<file path="config.mk">
export PLATFORM = sky130hd
export DESIGN_NAME = fldr_regs
export DESIGN_NICKNAME = d
export VERILOG_FILES = /design/src/design/fldr_pkg.sv /design/src/design/fldr_regs.sv
export SDC_FILE = /design/constraint.sdc
export NUM_CORES = 1
export LEC_CHECK = 0
export ABC_CLOCK_PERIOD_IN_PS = 5100
export BUFFER_PORTS_ARGS = -buffer_cell sky130_fd_sc_hd__buf_2
export CORE_MARGIN = 2
export CORE_UTILIZATION = 60
export DETAILED_ROUTE_END_ITERATION = 16
export PLACE_DENSITY = 0.82
export SLEW_MARGIN = 40
export SYNTH_ARGS = -nofsm -noshare
export SYNTH_HDL_FRONTEND = slang
export SYNTH_SLANG_ARGS = --single-unit
</file>
<file path="constraint.sdc">
create_clock -name sys_clk_i -period 5.1 [get_ports sys_clk_i]
set_clock_uncertainty 0.2 [all_clocks]
set_input_delay 0.51 -clock sys_clk_i [delete_from_list [all_inputs] [get_ports sys_clk_i]]
set_output_delay 0.51 -clock sys_clk_i [all_outputs]
set_load 0.01 [all_outputs]
</file>
<file path="src/design/fldr_pkg.sv">
// How it works
// - Writing 0x55 to the identity register restores all defaults.
// - Control register at 0x01 is read/write, resets to 0x00.
// - Control bit 7 picks edge or level trigger; bit 6 enables trigger.
// - Mode bits decode standby, infrared drive, torch and flash.
// - Control bits 1 and 0 enable channels b and a; bits 3:2 reserved.
// - Supply monitor register at 0x02 resets to 0xe1.
// - Supply bit 4 enables undervoltage guard; bits 7:6 reserved.
// - Supply bit 5 enables channel short detection, default on.
// - Supply bits 3:1 pick droop threshold; bit 0 enables droop monitor.
// - Flash current registers 0x03 and 0x05 hold codes, default 0x7f.
// - Torch current registers 0x04 and 0x06 hold codes, default 0x7f.
// - Timing bits 7:4 pick the torch ramp time.
// - Timing bits 3:0 pick flash timeout; register resets to 0x1a.
// - Flag register 0x0f is read-only; bit 7 timeout, bit 6 droop.
// - Flag bits 3,2 channel shorts; bit 1 thermal; bit 0 undervoltage.
// - Reading the flag register clears the latched flags.
// - Short, or timeout in flash/infrared mode, forces standby.
// - Register address advances by one after each acknowledged data byte.
package fldr_pkg;
    // ------------------------------------------------------------
    // Register map
    // ------------------------------------------------------------
    localparam logic [7:0] A_CHIP_ID = 8'h00;
    localparam logic [7:0] A_CTRL    = 8'h01;
    localparam logic [7:0] A_SUPPLY  = 8'h02;
    localparam logic [7:0] A_A_FLASH = 8'h03;
    localparam logic [7:0] A_A_TORCH = 8'h04;
    localparam logic [7:0] A_B_FLASH = 8'h05;
    localparam logic [7:0] A_B_TORCH = 8'h06;
    localparam logic [7:0] A_TIMING  = 8'h0b;
    localparam logic [7:0] A_FLAGS   = 8'h0f;
    localparam logic [7:0] A_DEV_ID  = 8'h10;
    // ------------------------------------------------------------
    // Reset values and masks
    // ------------------------------------------------------------
    localparam logic [7:0] R_CTRL    = 8'h00;
    localparam logic [7:0] R_SUPPLY  = 8'he1;
    localparam logic [7:0] R_CURRENT = 8'h7f;
    localparam logic [7:0] R_TIMING  = 8'h1a;
    localparam logic [7:0] R_FLAGS   = 8'h00;
    localparam logic [7:0] SOFT_KEY  = 8'h55;
    localparam logic [7:0] M_CTRL    = 8'hf3;
    localparam logic [7:0] M_SUPPLY  = 8'h3f;
    // Arbitrary identity values and bus address
    localparam logic [7:0] CHIP_ID   = 8'h3c;
    localparam logic [7:0] DEV_ID    = 8'h5a;
    localparam logic [6:0] BUS_ADDR  = 7'h2a;
    localparam logic [3:0] BYTE_BITS = 4'h8;
    // ------------------------------------------------------------
    // Types
    // ------------------------------------------------------------
    typedef enum logic [1:0] {
        MODE_STANDBY = 2'b00,
        MODE_IR      = 2'b01,
        MODE_TORCH   = 2'b10,
        MODE_FLASH   = 2'b11
    } fldr_mode_t;
    typedef struct packed {
        logic       trig_edge;
        logic       trig_en;
        fldr_mode_t mode;
        logic [1:0] rsvd;
        logic       chb_en;
        logic       cha_en;
    } fldr_ctrl_t;
    typedef struct packed {
        logic [1:0] rsvd;
        logic       short_det_en;
        logic       supply_undervoltage_guard_en;
        logic [2:0] droop_thr;
        logic       droop_en;
    } fldr_supply_t;
    typedef struct packed {
        logic [3:0] ramp;
        logic [3:0] timeout;
    } fldr_timing_t;
    typedef struct packed {
        logic       timeout;
        logic       droop;
        logic [1:0] rsvd;
        logic       short_b;
        logic       short_a;
        logic       thermal;
        logic       supply_undervoltage_guard;
    } fldr_flags_t;
    typedef struct packed {
        logic flash_timeout;
        logic droop_trip;
        logic short_b;
        logic short_a;
        logic thermal;
        logic supply_undervoltage_guard;
    } fldr_fault_t;
    typedef enum logic [3:0] {
        ST_IDLE, ST_ADDR, ST_ADDR_ACK, ST_REG, ST_REG_ACK,
        ST_WDATA, ST_WDATA_ACK, ST_RDATA, ST_HOST_ACK, ST_WAIT_STOP
    } fldr_state_t;
endpackage

</file>
<file path="src/design/fldr_regs.sv">
`timescale 1ns/1ps
module fldr_regs (
    input  wire logic                   sys_clk_i,
    input  wire logic                   rst_i,
    input  wire logic                   ce_i,
    input  wire logic                   scl_i,
    input  wire logic                   sda_i,
    output logic                        sda_o,
    output logic                        sda_oe_o,
    input  wire fldr_pkg::fldr_fault_t  fault_i,
    output fldr_pkg::fldr_ctrl_t        ctrl_o,
    output fldr_pkg::fldr_supply_t      supply_o,
    output logic [7:0]                  cha_flash_o,
    output logic [7:0]                  cha_torch_o,
    output logic [7:0]                  chb_flash_o,
    output logic [7:0]                  chb_torch_o,
    output fldr_pkg::fldr_timing_t      timing_o
);
    fldr_pkg::fldr_state_t  state_q;
    fldr_pkg::fldr_ctrl_t   ctrl_q;
    fldr_pkg::fldr_supply_t supply_q;
    fldr_pkg::fldr_timing_t timing_q;
    fldr_pkg::fldr_flags_t  flags_q;
    fldr_pkg::fldr_flags_t  flags_d;
    fldr_pkg::fldr_fault_t  flt_meta_q;
    fldr_pkg::fldr_fault_t  flt_q;
    logic [7:0] a_flash_q;
    logic [7:0] a_torch_q;
    logic [7:0] b_flash_q;
    logic [7:0] b_torch_q;
    logic [7:0] shift_q;
    logic [7:0] ptr_q;
    logic [7:0] rd_byte;
    logic [3:0] bit_cnt_q;
    logic       rw_q;
    logic       host_ack_q;
    logic       sda_oe_q;
    logic       scl_meta_q;
    logic       scl_q;
    logic       scl_prev_q;
    logic       sda_meta_q;
    logic       sda_q;
    logic       sda_prev_q;
    logic       scl_rise;
    logic       scl_fall;
    logic       start_det;
    logic       stop_det;
    logic       byte_full;
    logic       wr_stb;
    logic       soft_rst;
    logic       rd_load;
    logic       rd_clr;
    logic       mode_kill;

    // ------------------------------------------------------------
    // Pin and fault synchronisers
    // ------------------------------------------------------------
    // Two stages each; the pins then get a history stage for edge finding
    always_ff @(posedge sys_clk_i or posedge rst_i) begin
        if (rst_i) begin
            scl_meta_q <= 1'b1;
            scl_q      <= 1'b1;
            scl_prev_q <= 1'b1;
            sda_meta_q <= 1'b1;
            sda_q      <= 1'b1;
            sda_prev_q <= 1'b1;
            flt_meta_q <= '0;
            flt_q      <= '0;
        end else if (ce_i) begin
            scl_meta_q <= scl_i;
            scl_q      <= scl_meta_q;
            scl_prev_q <= scl_q;
            sda_meta_q <= sda_i;
            sda_q      <= sda_meta_q;
            sda_prev_q <= sda_q;
            flt_meta_q <= fault_i;
            flt_q      <= flt_meta_q;
        end
    end

    // Bus events seen on the synchronised lines
    assign scl_rise  = scl_q & ~scl_prev_q;
    assign scl_fall  = ~scl_q & scl_prev_q;
    assign start_det = scl_q & scl_prev_q & sda_prev_q & ~sda_q;
    assign stop_det  = scl_q & scl_prev_q & ~sda_prev_q & sda_q;
    assign byte_full = (bit_cnt_q == fldr_pkg::BYTE_BITS);

    // ------------------------------------------------------------
    // Byte protocol engine
    // ------------------------------------------------------------
    // Register write and read fetch strobes
    assign wr_stb  = ce_i & scl_fall & byte_full
                     & (state_q == fldr_pkg::ST_WDATA);
    assign rd_load = ce_i & scl_fall
                     & (((state_q == fldr_pkg::ST_ADDR_ACK) & rw_q)
                      | ((state_q == fldr_pkg::ST_HOST_ACK) & host_ack_q));
    assign rd_clr  = rd_load & (ptr_q == fldr_pkg::A_FLAGS);
    assign soft_rst = wr_stb & (ptr_q == fldr_pkg::A_CHIP_ID)
                      & (shift_q == fldr_pkg::SOFT_KEY);

    // Sequencing of address, pointer and data bytes
    always_ff @(posedge sys_clk_i or posedge rst_i) begin
        if (rst_i) begin
            state_q    <= fldr_pkg::ST_IDLE;
            bit_cnt_q  <= '0;
            shift_q    <= '0;
            rw_q       <= 1'b0;
            host_ack_q <= 1'b0;
            sda_oe_q   <= 1'b0;
        end else if (ce_i) begin
            if (stop_det) begin
                state_q  <= fldr_pkg::ST_IDLE;
                sda_oe_q <= 1'b0;
            end else if (start_det) begin
                state_q   <= fldr_pkg::ST_ADDR;
                bit_cnt_q <= '0;
                sda_oe_q  <= 1'b0;
            end else if (rd_load) begin
                shift_q   <= rd_byte;
                sda_oe_q  <= ~rd_byte[7];
                bit_cnt_q <= 4'h1;
                state_q   <= fldr_pkg::ST_RDATA;
            end else begin
                unique case (state_q)
                    fldr_pkg::ST_ADDR, fldr_pkg::ST_REG,
                    fldr_pkg::ST_WDATA: begin
                        if (scl_rise) begin
                            shift_q   <= {shift_q[6:0], sda_q};
                            bit_cnt_q <= bit_cnt_q + 4'h1;
                        end else if (scl_fall && byte_full) begin
                            bit_cnt_q <= '0;
                            sda_oe_q  <= 1'b1;
                            if (state_q == fldr_pkg::ST_REG) begin
                                state_q <= fldr_pkg::ST_REG_ACK;
                            end else if (state_q == fldr_pkg::ST_WDATA) begin
                                state_q <= fldr_pkg::ST_WDATA_ACK;
                            end else if (shift_q[7:1]
                                         == fldr_pkg::BUS_ADDR) begin
                                rw_q    <= shift_q[0];
                                state_q <= fldr_pkg::ST_ADDR_ACK;
                            end else begin
                                sda_oe_q <= 1'b0;
                                state_q  <= fldr_pkg::ST_WAIT_STOP;
                            end
                        end
                    end
                    fldr_pkg::ST_ADDR_ACK, fldr_pkg::ST_REG_ACK,
                    fldr_pkg::ST_WDATA_ACK: begin
                        if (scl_fall) begin
                            sda_oe_q <= 1'b0;
                            if (state_q == fldr_pkg::ST_ADDR_ACK) begin
                                state_q <= fldr_pkg::ST_REG;
                            end else begin
                                state_q <= fldr_pkg::ST_WDATA;
                            end
                        end
                    end
                    fldr_pkg::ST_RDATA: begin
                        if (scl_fall && byte_full) begin
                            sda_oe_q <= 1'b0;
                            state_q  <= fldr_pkg::ST_HOST_ACK;
                        end else if (scl_fall) begin
                            sda_oe_q  <= ~shift_q[6];
                            shift_q   <= {shift_q[6:0], 1'b0};
                            bit_cnt_q <= bit_cnt_q + 4'h1;
                        end
                    end
                    fldr_pkg::ST_HOST_ACK: begin
                        if (scl_rise) begin
                            host_ack_q <= ~sda_q;
                        end else if (scl_fall) begin
                            state_q <= fldr_pkg::ST_WAIT_STOP;
                        end
                    end
                    fldr_pkg::ST_IDLE, fldr_pkg::ST_WAIT_STOP: begin
                        state_q <= state_q;
                    end
                endcase
            end
        end
    end

    // Register pointer: loaded by the pointer byte, then advancing
    always_ff @(posedge sys_clk_i or posedge rst_i) begin
        if (rst_i) begin
            ptr_q <= '0;
        end else if (ce_i) begin
            if (scl_fall && byte_full && state_q == fldr_pkg::ST_REG) begin
                ptr_q <= shift_q;
            end else if (wr_stb) begin
                ptr_q <= ptr_q + 8'h01;
            end else if (scl_rise && !sda_q
                         && state_q == fldr_pkg::ST_HOST_ACK) begin
                ptr_q <= ptr_q + 8'h01;
            end
        end
    end

    // ------------------------------------------------------------
    // Register file
    // ------------------------------------------------------------
    // Faults that drop the mode back to standby
    assign mode_kill = (supply_q.short_det_en
                        & (flt_q.short_a | flt_q.short_b))
                       | (flt_q.flash_timeout
                          & ((ctrl_q.mode == fldr_pkg::MODE_FLASH)
                           | (ctrl_q.mode == fldr_pkg::MODE_IR)))
                       | flt_q.thermal
                       | (supply_q.supply_undervoltage_guard_en & flt_q.supply_undervoltage_guard);

    // Writable configuration registers
    always_ff @(posedge sys_clk_i or posedge rst_i) begin
        if (rst_i) begin
            ctrl_q    <= fldr_pkg::R_CTRL;
            supply_q  <= fldr_pkg::R_SUPPLY;
            a_flash_q <= fldr_pkg::R_CURRENT;
            a_torch_q <= fldr_pkg::R_CURRENT;
            b_flash_q <= fldr_pkg::R_CURRENT;
            b_torch_q <= fldr_pkg::R_CURRENT;
            timing_q  <= fldr_pkg::R_TIMING;
        end else if (ce_i) begin
            if (soft_rst) begin
                ctrl_q    <= fldr_pkg::R_CTRL;
                supply_q  <= fldr_pkg::R_SUPPLY;
                a_flash_q <= fldr_pkg::R_CURRENT;
                a_torch_q <= fldr_pkg::R_CURRENT;
                b_flash_q <= fldr_pkg::R_CURRENT;
                b_torch_q <= fldr_pkg::R_CURRENT;
                timing_q  <= fldr_pkg::R_TIMING;
            end else if (wr_stb) begin
                unique case (ptr_q)
                    fldr_pkg::A_CTRL:
                        ctrl_q <= shift_q & fldr_pkg::M_CTRL;
                    fldr_pkg::A_SUPPLY:
                        supply_q <= (shift_q & fldr_pkg::M_SUPPLY)
                            | (supply_q & ~fldr_pkg::M_SUPPLY);
                    fldr_pkg::A_A_FLASH: a_flash_q <= shift_q;
                    fldr_pkg::A_A_TORCH: a_torch_q <= shift_q;
                    fldr_pkg::A_B_FLASH: b_flash_q <= shift_q;
                    fldr_pkg::A_B_TORCH: b_torch_q <= shift_q;
                    fldr_pkg::A_TIMING:  timing_q  <= shift_q;
                    default: timing_q <= timing_q;
                endcase
            end
            if (mode_kill) begin
                ctrl_q.mode <= fldr_pkg::MODE_STANDBY;
            end
        end
    end

    // New fault flags, droop, short and undervoltage gated by their enables; set wins over clear
    always_comb begin
        flags_d = (rd_clr || soft_rst) ? fldr_pkg::R_FLAGS : flags_q;
        flags_d.timeout = flags_d.timeout | flt_q.flash_timeout;
        flags_d.droop   = flags_d.droop
                          | (flt_q.droop_trip & supply_q.droop_en);
        flags_d.short_b = flags_d.short_b
                          | (flt_q.short_b & supply_q.short_det_en);
        flags_d.short_a = flags_d.short_a
                          | (flt_q.short_a & supply_q.short_det_en);
        flags_d.thermal = flags_d.thermal | flt_q.thermal;
        flags_d.supply_undervoltage_guard    = flags_d.supply_undervoltage_guard | (flt_q.supply_undervoltage_guard & supply_q.supply_undervoltage_guard_en);
        flags_d.rsvd    = 2'b00;
    end

    // Latched fault flags
    always_ff @(posedge sys_clk_i or posedge rst_i) begin
        if (rst_i) begin
            flags_q <= fldr_pkg::R_FLAGS;
        end else if (ce_i) begin
            flags_q <= flags_d;
        end
    end

    // Read data selection
    always_comb begin
        unique case (ptr_q)
            fldr_pkg::A_CHIP_ID: rd_byte = fldr_pkg::CHIP_ID;
            fldr_pkg::A_CTRL:    rd_byte = ctrl_q;
            fldr_pkg::A_SUPPLY:  rd_byte = supply_q;
            fldr_pkg::A_A_FLASH: rd_byte = a_flash_q;
            fldr_pkg::A_A_TORCH: rd_byte = a_torch_q;
            fldr_pkg::A_B_FLASH: rd_byte = b_flash_q;
            fldr_pkg::A_B_TORCH: rd_byte = b_torch_q;
            fldr_pkg::A_TIMING:  rd_byte = timing_q;
            fldr_pkg::A_FLAGS:   rd_byte = flags_q;
            fldr_pkg::A_DEV_ID:  rd_byte = fldr_pkg::DEV_ID;
            default:             rd_byte = 8'h00;
        endcase
    end

    // Open-drain data line only ever pulls low
    always_ff @(posedge sys_clk_i or posedge rst_i) begin
        if (rst_i) begin
            sda_o <= 1'b0;
        end else if (ce_i) begin
            sda_o <= 1'b0;
        end
    end

    assign sda_oe_o    = sda_oe_q;
    assign ctrl_o      = ctrl_q;
    assign supply_o    = supply_q;
    assign cha_flash_o = a_flash_q;
    assign cha_torch_o = a_torch_q;
    assign chb_flash_o = b_flash_q;
    assign chb_torch_o = b_torch_q;
    assign timing_o    = timing_q;
endmodule

</file>
======== Word-level counts from Yosys, hierarchy flattened ========
Cells that the tools add are included.
W data, S select, Z words.
word-level totals
  register bits ........................... 107
  bits of input ports ..................... 11
  output and inout bits ................... 58
  word-level logic and storage cells ...... 239
operators by class
  add/subtract/negate cells ............... 2
  equal/unequal tests ..................... 37
  mux-type cells .......................... 65
  bitwise logic cells ..................... 47
  reduce and logical (&&, ||, !) cells .... 40
operators with widths
  cell                   count
  $mux W8                29
  $pmux W8 S10           1
  $mux W4                18
  $ne A5 B5 Y1 const B   7
  $eq A8 B3 Y1 const B   3
  $reduce_and A3 Y1      8
  $and A1 B1 Y1          22
  $reduce_and A6 Y1      3
  $eq A4 B3 Y1 const B   4
  $eq A8 B2 Y1 const B   2
  $eq A8 B4 Y1 const B   2
  $pmux W4 S4            1
  $pmux W8 S2            1
  $reduce_bool A2 Y1     8
  $eq A4 B4 Y1 const B   3
  $ne A4 B4 Y1 const B   3
  $not A1 Y1             12
  $or A1 B1 Y1           12
  $reduce_bool A3 Y1     4
  $mux W1                11
  $reduce_and A10 Y1     1
  $ne A3 B3 Y1 const B   3
  $add A8 B1 Y8 const B  1
  $eq A4 B2 Y1 const B   2
  26 further kinds       30

======== Longest topological paths before layout ========
  word-level depth ........................ 10
  gate-level depth with buffers ........... 10

======== Least setup slack after synthesis ========
No wires, ideal clock.
  kind .................................... register to register
  start ................................... reg bit_cnt_q[0]
  end ..................................... reg timing_q (netlist bit timing_o[5])
  setup time .............................. 125 ps
  arrival time ............................ 2064 ps
  required time ........................... 4775 ps
  setup slack ............................. 2711 ps
  stages on the path, launching flop included .. 9
  path buffers ............................ 1
  clock period less this slack ............ 2389 ps
  cells stage by stage .................... dfrtp_1 inv_1 ha_1 nand3b_1 nor2_1 nand3_1 a21oi_2 buf_4 mux2_2
between the ends
  cells in the longest elaborated chain, start to end .. 7
RTL lines
  element                       RTL line          RTL
  from (decl)                   fldr_regs.sv:34   logic [3:0] bit_cnt_q;
  from (signal assigned)        fldr_regs.sv:129  bit_cnt_q <= bit_cnt_q + 4'h1;
  from (signal assigned)        fldr_regs.sv:165  bit_cnt_q <= bit_cnt_q + 4'h1;
  $eq A4 B4 Y1 (*)              fldr_regs.sv:86   assign byte_full = (bit_cnt_q == fldr_pkg::BYTE_BITS);
  $and A1 B1 Y1 (*)             fldr_regs.sv:92   assign wr_stb = ce_i & scl_fall & byte_full
  $and A1 B1 Y1 (*)             fldr_regs.sv:93   & (state_q == fldr_pkg::ST_WDATA);
  $and A1 B1 Y1                 fldr_regs.sv:98   assign soft_rst = wr_stb & (ptr_q == fldr_pkg::A_CHIP_ID)
  $and A1 B1 Y1                 fldr_regs.sv:99   & (shift_q == fldr_pkg::SOFT_KEY);
  $reduce_bool A2 Y1 (no line)  -
  $reduce_and A3 Y1 (no line)   -
  to (signal assigned)          fldr_regs.sv:220  timing_q <= fldr_pkg::R_TIMING;
  to (signal assigned)          fldr_regs.sv:229  timing_q <= fldr_pkg::R_TIMING;
  to (signal assigned)          fldr_regs.sv:241  fldr_pkg::A_TIMING: timing_q <= shift_q;
  to (decl)                     fldr_regs.sv:22   fldr_pkg::fldr_timing_t timing_q;
Mark *: on every way between the ends. The rest lies on a longest branch, timed or not.
A chain may end at the register's enable or synchronous reset.

======== Worst setup path after layout ========
Same ends and word-level chain as after synthesis.

==> summary.md <==
The tools report the maximum number of buffers from clock root to sink as 2. The tools report the data required time of the worst path as 5.18 ns. The final period demand of the worst path is 3.03 ns, and the maximum level of the CTS H-tree is 3.

The startpoint of the worst-slack reg-to-reg timing path was bit_cnt_q[0]. Dividing total power by cell area gives a power density of 379 nW/um^2. In the final layout, the share of cells above drive strength 1 is 32.0%.

The total of warnings raised by yosys came out at 0. The first detailed-routing pass ran for 6 iterations. The logs give 0 for the DRC violations left and -0.0157 ns for the worst hold slack. In this run the remaining antenna-violating nets after routing total 0.

For this run, the slowest stage of the critical path takes 0.60 ns. In this run the static leakage power is 0.00273 uW. The worst register-to-register path ends at timing_o[5]. After detailed routing, the number of vias per cell comes to 6.71.

The worst slew margin relative to its limit is 51.1%. For the count of vias placed by the detailed router, the log shows 4711. The logs give 70 for the pin count of the biggest net entering global routing and 104 for the clock sink count. The logs give 23200 um for the global-route wire length before repair and 4414 for the number of global-route vias before repair. The worst path uses 59.4% of the clock period. After technology mapping, the gate count stands at 543. Most used flip-flop cell after synthesis: dfrtp_1. The post-synthesis cell area was 5610 um^2; the setup fix buffers added after clock tree synthesis was 0. The number of placed I/O pins came out at 69. Of the post-synthesis cell area, the dominant cell type holds 28.6%. The logs give 2650 um^2 for the register cell area after layout and 3 for the count of final hold-check violations. Dividing the detail-routed wire length by the instance count gives 20.9 um.

The path category of the worst min-delay check was in2async. The total die area was 10100 um^2; the reg-to-reg setup timing slack was 2.07 ns. The logs give 3.11 ns for the arrival time at the worst endpoint and 9 for the number of buffers added by the clock tree synthesis step.

The maximum fanout along the worst path came out at 11. In the layout the commonest cells are buf_2 (65), dfrtp_1 (63), mux2_2 (46). After clock tree synthesis, the repair step resized 0 gates.

The total number of cells along the worst setup path works out to 7. For the routed wire length, the log shows 14700 um. The placer's final routability congestion estimate was 0.902. In the global route stage, overall resource usage came out at 29.7%. The highest clock frequency the design can meet came out at 0.330 GHz.

The half-perimeter wire length after placement came out at 10000 um. For the count of nets after finishing, the log shows 603. The iteration-0 DRC count of the detailed router came out at 534. Setup repair after global routing left no endpoint under its margin. Global routing finished with a remaining overflow of 0.

In the post-synthesis netlist, the biggest area contributors are dfrtp_1 (29%), dfstp_2 (19%), mux2_2 (9.2%), mux2i_1 (3.2%), nand2_1 (3.0%). Following the worst setup path forward leads to its endpoint at timing_o[5]. The worst slack at placement is 2.01 ns, and the number of placement rows is 35. For this run, asynchronously set or reset flops after synthesis account for 100%.

For this configuration, the core starts out at a cell density of 61.3%. The worst setup margin was 2.07 ns. The die is 101 um wide. For the count of fill cells added during filler insertion, the log shows 707. The port buffer count came out at 65.

The share of the Yosys chip area taken by registers is 47.3%. For the max-slew violation total from the final report, the log shows 0. The worst setup path is launched from a flop. In the final layout, the multi-input gates occupy 2710 um^2. The unique cell type count in the Yosys netlist came out at 71.

The final reports fail on negative hold slack. Across the run, the number of max-cap violations was 0. In this run the mean area of a mapped cell was 10.3 um^2.

The slowest stage of the critical path belongs to the cell a21oi_2. The core footprint is 9150 um^2. The most frequent standard cell in the layout excluding fill and tap cells was buf_2. The run gives 0 as the number of diodes. The run finished, with violations left. TritonCTS built the clock tree. Walking the worst path, the cells encountered are inv_1 > ha_1 > nand3b_1 > nor2_1 > nand3_1 > a21oi_2 > mux2_2.

Source of the critical timing path: bit_cnt_q[0]. The cell type contributing the most total cell area after synthesis is dfrtp_1. At the pin with the least slew margin, the transition time is 0.734 ns. Largest delay contributor family on the critical path: simple AND/OR/NAND/NOR gates.

Post-synthesis to final-layout area growth: 9.04%. The floorplan step set the die height to 101 um. The tools report the worst ir drop on vdd as 0.000174 V. Total buffers and inverters traversed by the critical path: 1. The critical path in this run is classified as reg2reg. For the clock latency at the later pin of the worst-skew pair, the log shows 0.39 ns.

For the worst flop-to-flop path, the logic depth is 7. For the final routed database, the setup TNS stands at 0 ns. Clock-pin slew was measured on the worst setup and hold paths at 0.11 ns. The tools report the clock tree root driver cell as clkbuf_8. Hold repair after CTS inserted 0 buffers. The initial antenna violation count came out at 0.

The number of flops mapped to enable cells by yosys came out at 0. Setup violations remaining at the end of the flow were counted as 0. The register bit count reported by yosys was 104. The worst setup path is captured at a flop.
-- stage by stage --
step / util [%] / power (uW) / instances / hold WS, ns / cell area [um^2]
after global routing: 66.8 / 2430 / 702 / 0.0459 / 6110
final: 66.8 / 2320 / 702 / -0.0157 / 6110
after detailed placement: 64.7 / 1790 / 686 / 0.268 / 5920
after floorplan: - / 1600 / 545 / 0.242 / 5620
after global placement: 64.7 / 1770 / 686 / 0.254 / 5920
after CTS: 66.8 / 2290 / 702 / 0.117 / 6110
-- cell type report --
cell class / instances / share of cell area, %
clock buffers: 9 / 2.03
clock inverters: 7 / 1.10
inverters: 15 / 1.00
multi-input cells: 387 / 44.4
flip-flops and latches: 104 / 43.4
well taps: 111 / 2.27
repair buffers: 69 / 5.81
-- worst min path at each step --
stage,slack [ns],endpoint,startpoint
6_report,-0.02,bit_cnt_q[2],rst_i
5_1_grt,0.05,bit_cnt_q[2],rst_i
4_1_cts,0.12,bit_cnt_q[2],rst_i
3_5_place_dp,0.27,host_ack_q,host_ack_q
3_3_place_gp,0.25,host_ack_q,host_ack_q
2_1_floorplan,0.24,host_ack_q,host_ack_q
-- metal layers --
layer / share of wire, % / GRT usage, % / vias to the layer above
met2: 46 / 44.0 / 280
met4: 3.2 / 11.8 / 0
met1: 41 / 42.0 / 2304
met3: 9.7 / 7.70 / 45
li1: - / - / 2082
met5: 0 / 0 / -
-- synth_stat cells, types with 12 or more instances --
library cell,count
dfstp_2,40
o22a_1,19
clkbuf_1,22
dfrtp_1,64
nor2_1,37
mux2_2,46
nand3_1,26
inv_1,15
nand2_1,45
a31oi_1,12
a21oi_1,23
mux2i_1,18
o21ai_0,24
-- power by group --
| part | total (uW) | internal, uW | leakage (uW) | switching, uW |
|---|---|---|---|---|
| combinational | 618 | 266 | 0.00143 | 352 |
| sequential | 1190 | 941 | 0.00120 | 253 |
| clock | 508 | 189 | 0.0000984 | 319 |
| total | 2320 | 1400 | 0.00273 | 924 |
-- sequential cells by signal, indices dropped and copies added (netlist names), 4 cells and up --
register     flops
cha_flash_o      8
cha_torch_o      8
flt_q            6
ctrl_o           6
state_q          4
bit_cnt_q        4
chb_torch_o      8
chb_flash_o      8
flags_q          6
ptr_q            8
supply_o         7
flt_meta_q       6
shift_q          8
timing_o         8
-- kinds of logic after synthesis --
logic type / after synthesis / share of synthesized area [%]
buf+inv: 54 / 4.44
compound gates: 144 / 18.6
other cells: 1 / 0.0669
fa+ha+maj: 6 / 1.34
mux: 66 / 13.0
flops: 104 / 47.3
xor+xnor: 1 / 0.156
simple gates: 167 / 15.1
Note: power is estimated with default switching activity, not from simulation.
